File: config.mk
export PLATFORM = sky130hd
export DESIGN_NAME = dsb_top
export DESIGN_NICKNAME = d
export VERILOG_FILES = /design/src/design/dsb_pkg.sv /design/src/design/dsb_sys_if.sv /design/src/design/dsb_serial_flag.sv /design/src/design/dsb_engine.sv /design/src/design/dsb_top.sv
export SDC_FILE = /design/constraint.sdc
export NUM_CORES = 1
export LEC_CHECK = 0
export ABC_AREA = 1
export BUFFER_PORTS_ARGS = -buffer_cell sky130_fd_sc_hd__buf_4
export CORE_AREA = 2 2 513 515
export CTS_BUF_LIST = sky130_fd_sc_hd__clkbuf_8
export DETAILED_ROUTE_END_ITERATION = 10
export DIE_AREA = 0 0 515 517
export GPL_TIMING_DRIVEN = 0
export PLACE_DENSITY = 0.3
export SLEW_MARGIN = 20
export SYNTH_ARGS = -nofsm -noshare
export SYNTH_HDL_FRONTEND = slang
export SYNTH_SLANG_ARGS = --single-unit
File: constraint.sdc
create_clock -name i_mclk -period 2.75 [get_ports i_mclk]
set_input_delay 0.1375 -clock i_mclk [delete_from_list [all_inputs] [get_ports i_mclk]]
set_output_delay 0.1375 -clock i_mclk [all_outputs]
set_load 0.02 [all_outputs]
File: src/design/dsb_pkg.sv
// Constants and types for the debug system bus access block
// How it works
// - No serial status when zero serial ports.
// - Valid flag per port, odd bits, upper zero.
// - Overflow flag below valid, cleared by zero.
// - Overflow set while full or write-when-full.
// - Address width picks address registers present.
// - No low address register at width zero.
// - Ignore bus register writes while busy.
// - Read bit loads address, starts sized read.
// - Low address field maps address 31:0.
// - High address needs width 33, maps 63:32.
// - No low data without any access size.
// - Write bit loads data, starts sized write.
// - Valid only after good read, cleared on start.
// - Low data field maps data 31:0.
// - High data needs 64/128 support, maps 63:32.
// - High data triggers force 64-bit access.
// - Halt summary recommended for many harts.
// - Summary bit n ORs harts 32n..32n+31.
// - Summary bit 33 ORs overflow flags.
// - Summary bit 32 ORs valid flags.
package dsb_pkg;
	localparam logic [4:0] OFS_SERIAL_FLAGS = 5'h15;
	localparam logic [4:0] OFS_ADDR_LOW = 5'h16;
	localparam logic [4:0] OFS_ADDR_HIGH = 5'h17;
	localparam logic [4:0] OFS_DATA_LOW = 5'h18;
	localparam logic [4:0] OFS_DATA_HIGH = 5'h19;
	localparam logic [4:0] OFS_HALT_SUMMARY = 5'h1b;
	localparam int DBUS_AW = 5;
	localparam int DBUS_DW = 34;
	localparam int BIT_BUSY = 33;
	localparam int BIT_READ = 32;
	localparam int SERIAL_PORTS = 8;
	localparam int HART_COUNT = 1024;
	localparam int HART_GROUP = 32;
	localparam int SUM_VALID_BIT = 32;
	localparam int SUM_FULL_BIT = 33;
	localparam int ABUS_SIZE = 64;
	localparam logic SUPPORTS_64B = 1'b1;
	localparam logic SUPPORTS_128B = 1'b0;
	localparam logic [2:0] SIZE_SUPPORT_LOW = 3'h7;
	localparam logic [DBUS_DW-1:0] REG_RESET = 34'h000000000;
	localparam logic [2:0] SIZE_64B = 3'h3;
	typedef enum logic [1:0] {
		DSB_IDLE = 2'b00,
		DSB_ISSUE = 2'b01,
		DSB_WAIT = 2'b10
	} dsb_state_t;
endpackage

File: src/design/dsb_sys_if.sv
// Interface between the register front and the bus master engine
`timescale 1ns/1ps
interface dsb_sys_if;
	logic start;
	logic wr;
	logic [2:0] size;
	logic [63:0] addr;
	logic [63:0] wdata;
	logic done;
	logic ok;
	logic [63:0] rdata;
	modport front(output start, output wr, output size, output addr,
		output wdata, input done, input ok, input rdata);
	modport engine(input start, input wr, input size, input addr,
		input wdata, output done, output ok, output rdata);
endinterface

File: src/design/dsb_serial_flag.sv
// One serial port's valid and sticky overflow flag pair
`timescale 1ns/1ps
module dsb_serial_flag
(
	input wire logic i_mclk,
	input wire logic i_nrst,
	input wire logic i_c2d_nonempty,
	input wire logic i_d2c_full,
	input wire logic i_wr_when_full,
	input wire logic i_clr,
	output logic o_valid,
	output logic o_ovf
);
	logic ovf_r;
	logic ovf_nxt;
	always_comb
	begin
		ovf_nxt = ovf_r;
		if (i_clr)
			ovf_nxt = 1'b0;
		if (i_d2c_full || i_wr_when_full)
			ovf_nxt = 1'b1;
	end
	always_ff @(posedge i_mclk or negedge i_nrst)
	begin
		if (!i_nrst)
			ovf_r <= 1'b0;
		else
			ovf_r <= ovf_nxt;
	end
	assign o_valid = i_c2d_nonempty;
	assign o_ovf = ovf_r;
endmodule

File: src/design/dsb_engine.sv
// System bus master engine: one access per start, busy until done
`timescale 1ns/1ps
module dsb_engine
(
	input wire logic i_mclk,
	input wire logic i_nrst,
	dsb_sys_if.engine sif,
	output logic o_sb_req,
	output logic o_sb_we,
	output logic [2:0] o_sb_size,
	output logic [63:0] o_sb_addr,
	output logic [63:0] o_sb_wdata,
	input wire logic i_sb_ack,
	input wire logic i_sb_err,
	input wire logic [63:0] i_sb_rdata
);
	import dsb_pkg::*;
	dsb_state_t st_r, st_nxt;
	logic req_r, req_nxt, we_r, we_nxt;
	logic [2:0] size_r, size_nxt;
	logic [63:0] addr_r, addr_nxt, wd_r, wd_nxt;
	always_comb
	begin
		st_nxt = st_r;
		req_nxt = req_r;
		we_nxt = we_r;
		size_nxt = size_r;
		addr_nxt = addr_r;
		wd_nxt = wd_r;
		case (st_r)
			DSB_IDLE:
				if (sif.start)
				begin
					st_nxt = DSB_ISSUE;
					we_nxt = sif.wr;
					size_nxt = sif.size;
					addr_nxt = sif.addr;
					wd_nxt = sif.wdata;
				end
			DSB_ISSUE:
			begin
				req_nxt = 1'b1;
				st_nxt = DSB_WAIT;
			end
			DSB_WAIT:
				if (i_sb_ack)
				begin
					req_nxt = 1'b0;
					st_nxt = DSB_IDLE;
				end
			default:
				st_nxt = DSB_IDLE;
		endcase
	end
	always_ff @(posedge i_mclk or negedge i_nrst)
	begin
		if (!i_nrst)
		begin
			st_r <= DSB_IDLE;
			req_r <= 1'b0;
			we_r <= 1'b0;
			size_r <= 3'h0;
			addr_r <= 64'h0;
			wd_r <= 64'h0;
		end
		else
		begin
			st_r <= st_nxt;
			req_r <= req_nxt;
			we_r <= we_nxt;
			size_r <= size_nxt;
			addr_r <= addr_nxt;
			wd_r <= wd_nxt;
		end
	end
	assign sif.done = (st_r == DSB_WAIT) && i_sb_ack;
	assign sif.ok = !i_sb_err;
	assign sif.rdata = i_sb_rdata;
	assign o_sb_req = req_r;
	assign o_sb_we = we_r;
	assign o_sb_size = size_r;
	assign o_sb_addr = addr_r;
	assign o_sb_wdata = wd_r;
endmodule

File: src/design/dsb_top.sv
// Debug bus registers for system bus access, serial status, halt summary
`timescale 1ns/1ps
module dsb_top
(
	input wire logic i_mclk,
	input wire logic i_nrst,
	input wire logic i_dbus_wr,
	input wire logic i_dbus_rd,
	input wire logic [dsb_pkg::DBUS_AW-1:0] i_dbus_addr,
	input wire logic [dsb_pkg::DBUS_DW-1:0] i_dbus_wdata,
	output logic [dsb_pkg::DBUS_DW-1:0] o_dbus_rdata,
	input wire logic [2:0] i_access_size,
	input wire logic [dsb_pkg::SERIAL_PORTS-1:0] i_c2d_nonempty,
	input wire logic [dsb_pkg::SERIAL_PORTS-1:0] i_d2c_full,
	input wire logic [dsb_pkg::SERIAL_PORTS-1:0] i_wr_when_full,
	input wire logic [dsb_pkg::HART_COUNT-1:0] i_halted,
	output logic o_sb_req,
	output logic o_sb_we,
	output logic [2:0] o_sb_size,
	output logic [63:0] o_sb_addr,
	output logic [63:0] o_sb_wdata,
	input wire logic i_sb_ack,
	input wire logic i_sb_err,
	input wire logic [63:0] i_sb_rdata
);
	import dsb_pkg::*;
	dsb_sys_if sif();
	logic [63:0] addr_r, addr_nxt, data_r, data_nxt;
	logic busy_r, busy_nxt, valid_r, valid_nxt, rdpend_r, rdpend_nxt;
	logic [DBUS_DW-1:0] rdata_r, rdata_nxt;
	logic [SERIAL_PORTS-1:0] sval, sovf, sclr;
	logic [DBUS_DW-1:0] ser_word;
	logic [31:0] grp_or;
	logic wr_ok;
	logic start;
	logic start_wr;
	logic force64;
	localparam logic HAS_SERIAL = (SERIAL_PORTS != 0);
	localparam logic HAS_ALOW = (ABUS_SIZE != 0);
	localparam logic HAS_AHIGH = (ABUS_SIZE >= 33);
	localparam logic HAS_DLOW =
		(SIZE_SUPPORT_LOW != 3'h0) || SUPPORTS_64B || SUPPORTS_128B;
	localparam logic HAS_DHIGH = SUPPORTS_64B || SUPPORTS_128B;

	genvar g;
	generate
		for (g = 0; g < SERIAL_PORTS; g++)
		begin : g_ser
			dsb_serial_flag u_flag (
				.i_mclk(i_mclk),
				.i_nrst(i_nrst),
				.i_c2d_nonempty(i_c2d_nonempty[g]),
				.i_d2c_full(i_d2c_full[g]),
				.i_wr_when_full(i_wr_when_full[g]),
				.i_clr(sclr[g]),
				.o_valid(sval[g]),
				.o_ovf(sovf[g])
			);
			assign sclr[g] = i_dbus_wr && HAS_SERIAL &&
				(i_dbus_addr == OFS_SERIAL_FLAGS) &&
				!i_dbus_wdata[2*g];
			assign ser_word[2*g+1] = sval[g];
			assign ser_word[2*g] = sovf[g];
		end
		for (g = 0; g < HART_COUNT / HART_GROUP; g++)
		begin : g_sum
			assign grp_or[g] =
				|i_halted[g*HART_GROUP +: HART_GROUP];
		end
	endgenerate
	assign ser_word[DBUS_DW-1:2*SERIAL_PORTS] = '0;

	dsb_engine u_eng (
		.i_mclk(i_mclk),
		.i_nrst(i_nrst),
		.sif(sif),
		.o_sb_req(o_sb_req),
		.o_sb_we(o_sb_we),
		.o_sb_size(o_sb_size),
		.o_sb_addr(o_sb_addr),
		.o_sb_wdata(o_sb_wdata),
		.i_sb_ack(i_sb_ack),
		.i_sb_err(i_sb_err),
		.i_sb_rdata(i_sb_rdata)
	);

	always_comb
	begin
		addr_nxt = addr_r;
		data_nxt = data_r;
		busy_nxt = busy_r;
		valid_nxt = valid_r;
		rdpend_nxt = rdpend_r;
		start = 1'b0;
		start_wr = 1'b0;
		force64 = 1'b0;
		wr_ok = i_dbus_wr && !busy_r;
		if (wr_ok)
		begin
			if (HAS_ALOW && i_dbus_addr == OFS_ADDR_LOW)
			begin
				addr_nxt[31:0] = i_dbus_wdata[31:0];
				start = i_dbus_wdata[BIT_READ];
			end
			else if (HAS_AHIGH && i_dbus_addr == OFS_ADDR_HIGH)
			begin
				addr_nxt[63:32] = i_dbus_wdata[31:0];
				start = i_dbus_wdata[BIT_READ];
			end
			else if (HAS_DLOW && i_dbus_addr == OFS_DATA_LOW)
			begin
				data_nxt[31:0] = i_dbus_wdata[31:0];
				start_wr = i_dbus_wdata[BIT_BUSY];
				start = i_dbus_wdata[BIT_BUSY] || i_dbus_wdata[BIT_READ];
			end
			else if (HAS_DHIGH && i_dbus_addr == OFS_DATA_HIGH)
			begin
				data_nxt[63:32] = i_dbus_wdata[31:0];
				start_wr = i_dbus_wdata[BIT_BUSY];
				start = i_dbus_wdata[BIT_BUSY] || i_dbus_wdata[BIT_READ];
				force64 = 1'b1;
			end
		end
		if (start)
		begin
			busy_nxt = 1'b1;
			valid_nxt = 1'b0;
			rdpend_nxt = !start_wr;
		end
		if (busy_r && sif.done)
		begin
			busy_nxt = 1'b0;
			rdpend_nxt = 1'b0;
			if (rdpend_r && sif.ok)
			begin
				data_nxt = sif.rdata;
				valid_nxt = 1'b1;
			end
		end
	end
	assign sif.start = start;
	assign sif.wr = start_wr;
	assign sif.size = force64 ? SIZE_64B : i_access_size;
	assign sif.addr = addr_nxt;
	assign sif.wdata = data_nxt;

	always_comb
	begin
		rdata_nxt = rdata_r;
		if (i_dbus_rd)
		begin
			rdata_nxt = '0;
			if (HAS_SERIAL && i_dbus_addr == OFS_SERIAL_FLAGS)
				rdata_nxt = ser_word;
			else if (HAS_ALOW && i_dbus_addr == OFS_ADDR_LOW)
				rdata_nxt = {busy_r, 1'b0, addr_r[31:0]};
			else if (HAS_AHIGH && i_dbus_addr == OFS_ADDR_HIGH)
				rdata_nxt = {busy_r, 1'b0, addr_r[63:32]};
			else if (HAS_DLOW && i_dbus_addr == OFS_DATA_LOW)
				rdata_nxt = {busy_r, valid_r, data_r[31:0]};
			else if (HAS_DHIGH && i_dbus_addr == OFS_DATA_HIGH)
				rdata_nxt = {busy_r, valid_r, data_r[63:32]};
			else if (i_dbus_addr == OFS_HALT_SUMMARY)
			begin
				rdata_nxt[31:0] = grp_or;
				rdata_nxt[SUM_VALID_BIT] = |sval;
				rdata_nxt[SUM_FULL_BIT] = |sovf;
			end
		end
	end

	always_ff @(posedge i_mclk or negedge i_nrst)
	begin
		if (!i_nrst)
		begin
			addr_r <= 64'h0;
			data_r <= 64'h0;
			busy_r <= 1'b0;
			valid_r <= 1'b0;
			rdpend_r <= 1'b0;
			rdata_r <= REG_RESET;
		end
		else
		begin
			addr_r <= addr_nxt;
			data_r <= data_nxt;
			busy_r <= busy_nxt;
			valid_r <= valid_nxt;
			rdpend_r <= rdpend_nxt;
			rdata_r <= rdata_nxt;
		end
	end
	assign o_dbus_rdata = rdata_r;
endmodule

==> results_dict.tcl, run 1 <==
set metrics [dict create \
    place_inst 7483 \
    path_clk_slew_ns 0.07 \
    muxShareOfSynthArea_pct 0 \
    worstMarginPinSlew_ns 1.06 \
    ant_nets 0 \
    crit_required_ns 3.34 \
    cts_inserted_buffers 58 \
    skew_ns 0.0520 \
    end_kind "flop" \
    r2r_cells 9 \
    setup_ws_ns 0.186 \
    yosys_warnings 0 \
    syn-num-nets 3890 \
    start_util_pct 6.76 \
    hold_viol 0 \
    p_leak_nw 16.8 \
    synth_top_family_by_area "simple AND/OR/NAND/NOR gates" \
    area_delta_synth_final_pct 96.8 \
    r2r-end "u_eng.o_sb_addr[48]" \
    clock.fmax_mhz 390 \
    fp-row-count 188 \
    ys_ff_latch 308 \
    avgViaCountPerCell 3.01 \
    synth_compound_area_share_pct 8.71 \
    final_util_pct 13.3 \
    clk_latency_ns 0.70 \
    ir_worst_vdd_v 0.000375 \
    routabilityCongestion 0.784 \
    p_per_area_nw_per_um2 532 \
    finalWirelength_mm 163 \
    drtIter0Drc 960 \
    coreArea_um2 261000 \
    synthCells 2730 \
    synth-async-reset-ratio_pct 100 \
    die_w_um 515 \
    layout-drive-gt1-share_pct 35.6 \
    dp_slack_ns -0.864 \
    cts_tree "built" \
    min_period_ns 2.56 \
    num_vias 23292 \
    die_area_um2 266000 \
    fin_setup_tns_ns 0 \
    hp-start "i_dbus_addr[0]" \
    synthesis.area_um2 17700 \
    clock_sinks 308 \
    avgSynthCellArea_um2 6.47 \
    r2r_start "busy_r" \
    min_path_type "input pin to flop" \
    grt_first_pass_wirelength_mm 209 \
    slew_viol_final 0 \
    stdcell_count 7745 \
    grt_usage_pct 11.5 \
    synth_cell_types 28 \
    antenna_found_initial 59 \
    drv_cap 0 \
    outcome "completed" \
    die_y_um 517 \
    yosys.area.top_type "dfrtp_1" \
    drc 0 \
    ctsHtreeMaxLevel 2 \
    cts_buffer_depth 3 \
    setup_viol 0 \
    hpwl_mm 142 \
    synthXorXnorAreaFrac_pct 0 \
    grt.overflow.total 0 \
    grt_max_degree 86 \
    reg2reg_slack_ns 0.19 \
    drt_pass1_iterations 5 \
    finalCritPeriodShare_pct 93.2 \
    rsz0062_at_grt "false" \
    startpoint_type "flop" \
    crit_arrival_ns 3.15 \
    cp_max_fo 10 \
    io_buffers 1325 \
    critPathKind "flop to flop" \
    ios 1327 \
    synth.top_cells.by_area "dfrtp_1 (44%), nand2_1 (22%), nor2_1 (16%)" \
    yosysSeqAreaShare_pct 43.7 \
    synthAdderAreaFrac_pct 0 \
    synth_top_area_share_pct 43.7 \
    cts_root_buf "clkbuf_8" \
    grt_pass1_vias 23779 \
    hold_path_end "o_dbus_rdata[2]" \
    relSlewSlack_pct 28.3 \
    final_nets 5427 \
    wl_per_cell_um 21.0 \
    ys.flop_type "dfrtp_1" \
    yosys.area_share.simple_pct 43.3 \
    synth-edff-count 0 \
    hold_depth 6 \
]
## repair_timing
action / in CTS / in global routing
gates resized for setup: 8 / 7
hold buffers: 143 / 0
setup buffers: 1 / 0
pin swaps: 1 / 0
endpoints found under the setup margin: 92 / 19
hold endpoints to repair: 410 / 0
## critical path, cell delays in order (launching register included)
cell and delay (ns):
dfrtp_1 0.36, inv_1 0.13, nand2_1 0.16, inv_1 0.19
nand3_2 0.25, nor3_4 0.30, buf_4 0.33, buf_2 0.34
nand2_1 0.26, nand2_1 0.11
## state kept, by name, indices dropped and copies added, names as in the netlist, 2 cells and up
| signal | cells |
|---|---|
| data_r | 64 |
| u_eng.o_sb_wdata | 64 |
| u_eng.o_sb_addr | 64 |
| g_ser.u_flag.o_ovf | 8 |
| addr_r | 64 |
| o_dbus_rdata | 34 |
| u_eng.o_sb_size | 3 |
| u_eng.st_r | 2 |
## layout by cell type (no fill, tap or decap), drive strengths merged
cell and n:
buf 1366, nand2 1051, nor2 739, dfrtp 308, o21ai 212, dlygate4sd3 143, clkbuf 133, inv 118
or2 61, nand3 50, a21oi 34, o21a 32, nand4 19, nor3 18, diode 14, clkinv 10
o22ai 7, nor4 4, bufinv 2, o21bai 1, a22oi 1, a211oi 1, clkinvlp 1
## cell usage after synthesis (all sizes together) (4+ instances only)
| cell | instances |
|---|---|
| inv | 98 |
| a21oi | 34 |
| buf | 33 |
| nand3 | 50 |
| clkbuf | 60 |
| nand4 | 19 |
| o21a | 32 |
| nand2 | 1051 |
| o21ai | 212 |
| nor2 | 739 |
| or2 | 61 |
| dfrtp | 308 |
| nor4 | 4 |
| nor3 | 18 |
| o22ai | 7 |
## per-stage QoR
stage          total power, mW  cell area (um^2)  hold WS, ns
3_5_place_dp              13.6             32100      -0.0435
2_1_floorplan             9.33             17700       -0.158
3_3_place_gp              13.6             31900        0.330
4_1_cts                   18.8             34700     0.000195
6_report                  18.5             34700       0.0290
5_1_grt                   19.8             34700       0.0491
## power breakdown
| part | internal, mW | total [mW] | switching [mW] |
|---|---|---|---|
| Combinational | 3.02 | 6.89 | 3.88 |
| Sequential | 5.89 | 6.75 | 0.862 |
| Clock | 2.55 | 4.83 | 2.28 |
| Total | 11.5 | 18.5 | 7.02 |
## layout make-up
cell class / instances / area (um^2)
multi-input cells: 2230 / 9220
diodes: 14 / 35.0
clock buffers: 72 / 991
fillers: 30509 / 226000
inverters: 99 / 372
repair buffers: 1477 / 11500
plain buffers: 93 / 397
flip-flops and latches: 308 / 7710
well taps: 3420 / 4280
clock inverters: 32 / 206
## kinds of logic (layout without fill, tap and decap cells)
| kind of cell | count (synthesis) | in the layout |
|---|---|---|
| and+or+nand+nor | 1942 | 1942 |
| DFF | 308 | 308 |
| AOI/OAI and AO/OA | 288 | 288 |
| buffers and inverters | 192 | 1773 |
| other | 0 | 14 |
## how the worst max path moves through the flow
stage | slack [ns] | depth (start not counted) | endpoint | startpoint
finish | 0.19 | 9 | u_eng.o_sb_addr[48] | busy_r
global route | 0.0004 | 9 | u_eng.o_sb_addr[63] | busy_r
CTS | 0.002 | 9 | u_eng.o_sb_addr[18] | busy_r
detailed placement | -0.86 | 11 | u_eng.o_sb_addr[17] | i_dbus_addr[3]
global placement | -2.21 | 11 | o_dbus_rdata[13] | i_dbus_addr[2]
floorplan | 1.12 | 10 | u_eng.o_sb_wdata[55] | u_eng.st_r[0]
## per-layer routing
layer	GRT usage [%]	wire, um	part of all wire, %	vias to the layer above
met4	2.01	3010	1.9	8
met2	19.3	75800	47	989
met3	2.51	10600	6.5	159
met5	0	48	0.030	-
met1	15.2	73100	45	10517
li1	-	-	-	11619
(Power assumes the default switching activity.)
==> run 2: changes to the inputs <==
Settings changed: CELL_PAD_IN_SITES_DETAIL_PLACEMENT set to 0, CELL_PAD_IN_SITES_GLOBAL_PLACEMENT set to 1, CORE_AREA 2 2 513 515 to 2 2 520 522, DIE_AREA 0 0 515 517 to 0 0 522 524, PLACE_DENSITY 0.3 to 0.36.
==> run 2 against run 1 <==
  * Hold slack improved by 0.018 ns
  * Clock skew shrank 0.012 ns
  * Design area up 0.68%
  * Non-clock buffer count up 3
  * Count of clock-buffer cells in the layout increased by 2
  * Power rose by 1.2%
  * Setup slack got worse by 0.0096 ns
  * Sequential share of layout area decreased by 0.15 points
  * Global-route usage is essentially flat
  * Final cell count grew 1.8%
  * Largest power group unchanged
==> results_dict.tcl, run 2 (same netlist as run 1, synthesis figures left out) <==
set metrics [dict create \
    outcome "completed" \
    cts_inserted_buffers 61 \
    cp_max_fo 10 \
    layout-drive-gt1-share_pct 35.5 \
    crit_path_cell_trace "inv_1 > nand2_1 > inv_1 > nand3_2 > clkbuf_1 > nand2_1 > o21ai_1 > o21a_1 > dlygate4sd3_1" \
    swShare_pct 38.2 \
    antenna_found_initial 53 \
    cp_slowest_stage_delay_ns 0.54 \
    p_leak_nw 16.9 \
    drt_pass1_iterations 5 \
    final_nets 5433 \
    setup_viol 0 \
    cts_tree "built" \
    cts_buffer_depth 3 \
    cts_root_buf "clkbuf_8" \
    critPathKind "flop to flop" \
    end_kind "flop" \
    crit_required_ns 3.37 \
    grt_first_pass_wirelength_mm 213 \
    drc 0 \
    min_period_ns 2.57 \
    clk_latency_ns 0.72 \
    relSlewSlack_pct 36.6 \
    finalCritPeriodShare_pct 93.6 \
    final_util_pct 13.1 \
    pwr-share-comb_pct 36.8 \
    multi_input_area_um2 9210 \
    area_delta_synth_final_pct 98.2 \
    finalWirelength_mm 167 \
    ant_nets 0 \
    nFillCells 31142 \
    clock_sinks 308 \
    p_int_mw 11.6 \
    fp-row-count 190 \
    cp_num_buf_inv 4 \
    ios 1327 \
    register_area_um2 7710 \
    p_sw_mw 7.13 \
    io_buffers 1325 \
    crit_family "buffers and inverters" \
    grt.overflow.total 0 \
    ir_worst_vdd_v 0.000377 \
    power_frac_seq_pct 36.3 \
    routabilityCongestion 0.780 \
    slew_viol_final 0 \
    crit_path_top_delay_cell "dlygate4sd3_1" \
    ctsHtreeMaxLevel 2 \
    crit_arrival_ns 3.19 \
    clock.fmax_mhz 389 \
    grt_pass1_vias 24120 \
    drv_cap 0 \
    hpwl_mm 146 \
    start_util_pct 6.60 \
    coreArea_um2 267000 \
    place_inst 7614 \
    startpoint_type "flop" \
    die_area_um2 274000 \
    grt_usage_pct 11.5 \
    skew_ns 0.0402 \
    path_clk_slew_ns 0.07 \
    drtIter0Drc 964 \
    layout_common_cells "buf_4 (1329), nand2_1 (1046), nor2_1 (733), dfrtp_1 (308), o21ai_0 (170)" \
    p_per_area_nw_per_um2 534 \
    die_y_um 524 \
    wl_per_cell_um 21.1 \
    clockPowerShare_pct 26.8 \
    stdcell_count 7886 \
    grt_max_degree 83 \
    fin_setup_tns_ns 0 \
    worstMarginPinSlew_ns 0.951 \
    avgViaCountPerCell 2.95 \
    num_vias 23248 \
    rsz0062_at_grt "false" \
    die_w_um 522 \
    layout_commonest_cell "buf_4" \
    min_path_type "input pin to flop" \
    hold_viol 0 \
]
## run 2: changes by cell type in the layout (fill, tap and decap cells not counted), sizes merged
| cell | change |
|---|---|
| buf | +2 |
| clkbuf | +1 |
| clkinv | -7 |
| clkinvlp | -1 |
| diode | -2 |
| dlygate4sd3 | +2 |
| inv | +14 |
## run 2: path summary, 6_finish.rpt
check / startpoint / slack [ns] / to / depth (start not counted)
min in group asynchronous: i_nrst / 0.54 / o_dbus_rdata[0] / 4
max: busy_r / 0.18 / data_r[23] / 9
max reg2reg: busy_r / 0.18 / data_r[23] / 9
max in group asynchronous: i_nrst / 0.93 / u_eng.o_sb_addr[20] / 6
min reg2reg: u_eng.o_sb_addr[61] / 0.48 / u_eng.o_sb_addr[61] / 2
min: i_halted[888] / 0.05 / o_dbus_rdata[27] / 11
## run 2: worst min-delay path, stage by stage
cell     delay [ns]
buf_4          0.08
nor2_1         0.03
nand2_1        0.05
nor2_1         0.03
nand4_1        0.12
nand2_1        0.06
nand2_1        0.06
nand2_1        0.04
nand2_1        0.05
nand2_1        0.05
nand2_1        0.05
## run 2: per-stage QoR
stage                     worst slack (ns)  hold slack, ns  area, um^2  total power, mW
after floorplan                       1.12          -0.158       17700             9.33
after global placement               -2.20           0.330       32000             13.6
after detailed placement            -0.685          0.0434       32200             13.6
after CTS                          0.00108         0.00916       34900             19.1
after global routing                0.0182          0.0685       35000             20.0
final                                0.177          0.0470       35000             18.7
## run 2: power groups by stage
stage	Sequential, mW	Combinational [mW]	Clock (mW)
2_1_floorplan	7.37	1.96	0
3_3_place_gp	6.86	6.76	0
3_5_place_dp	6.83	6.75	0
4_1_cts	6.78	7.07	5.28
5_1_grt	6.96	7.62	5.40
6_report	6.79	6.89	5.01
## run 2: layout make-up
| type | instances | share of cell area, % |
|---|---|---|
| clock inverters | 38 | 0.629 |
| plain buffers | 93 | 1.13 |
| clock buffers | 74 | 2.91 |
| flip-flops and latches | 308 | 22.0 |
| multi-input cells | 2230 | 26.3 |
| diodes | 12 | 0.0858 |
| well taps | 3552 | 12.7 |
| inverters | 99 | 1.06 |
| repair buffers | 1480 | 33.1 |
## run 2: layer usage
metal	track usage, %	wire length [um]	share of wire, %
met3	2.04	8700	5.2
met5	0	63	0.038
met4	2.16	3420	2.0
met2	19.6	79200	48
met1	15.1	75400	45
## run 2: timing repair
item | CTS | global route
endpoints found under the setup margin | 82 | 30
hold buffers | 146 | 0
pin swaps | 0 | 1
setup buffers | 0 | 2
endpoints found under the hold margin | 406 | 0
resized for setup | 2 | 17
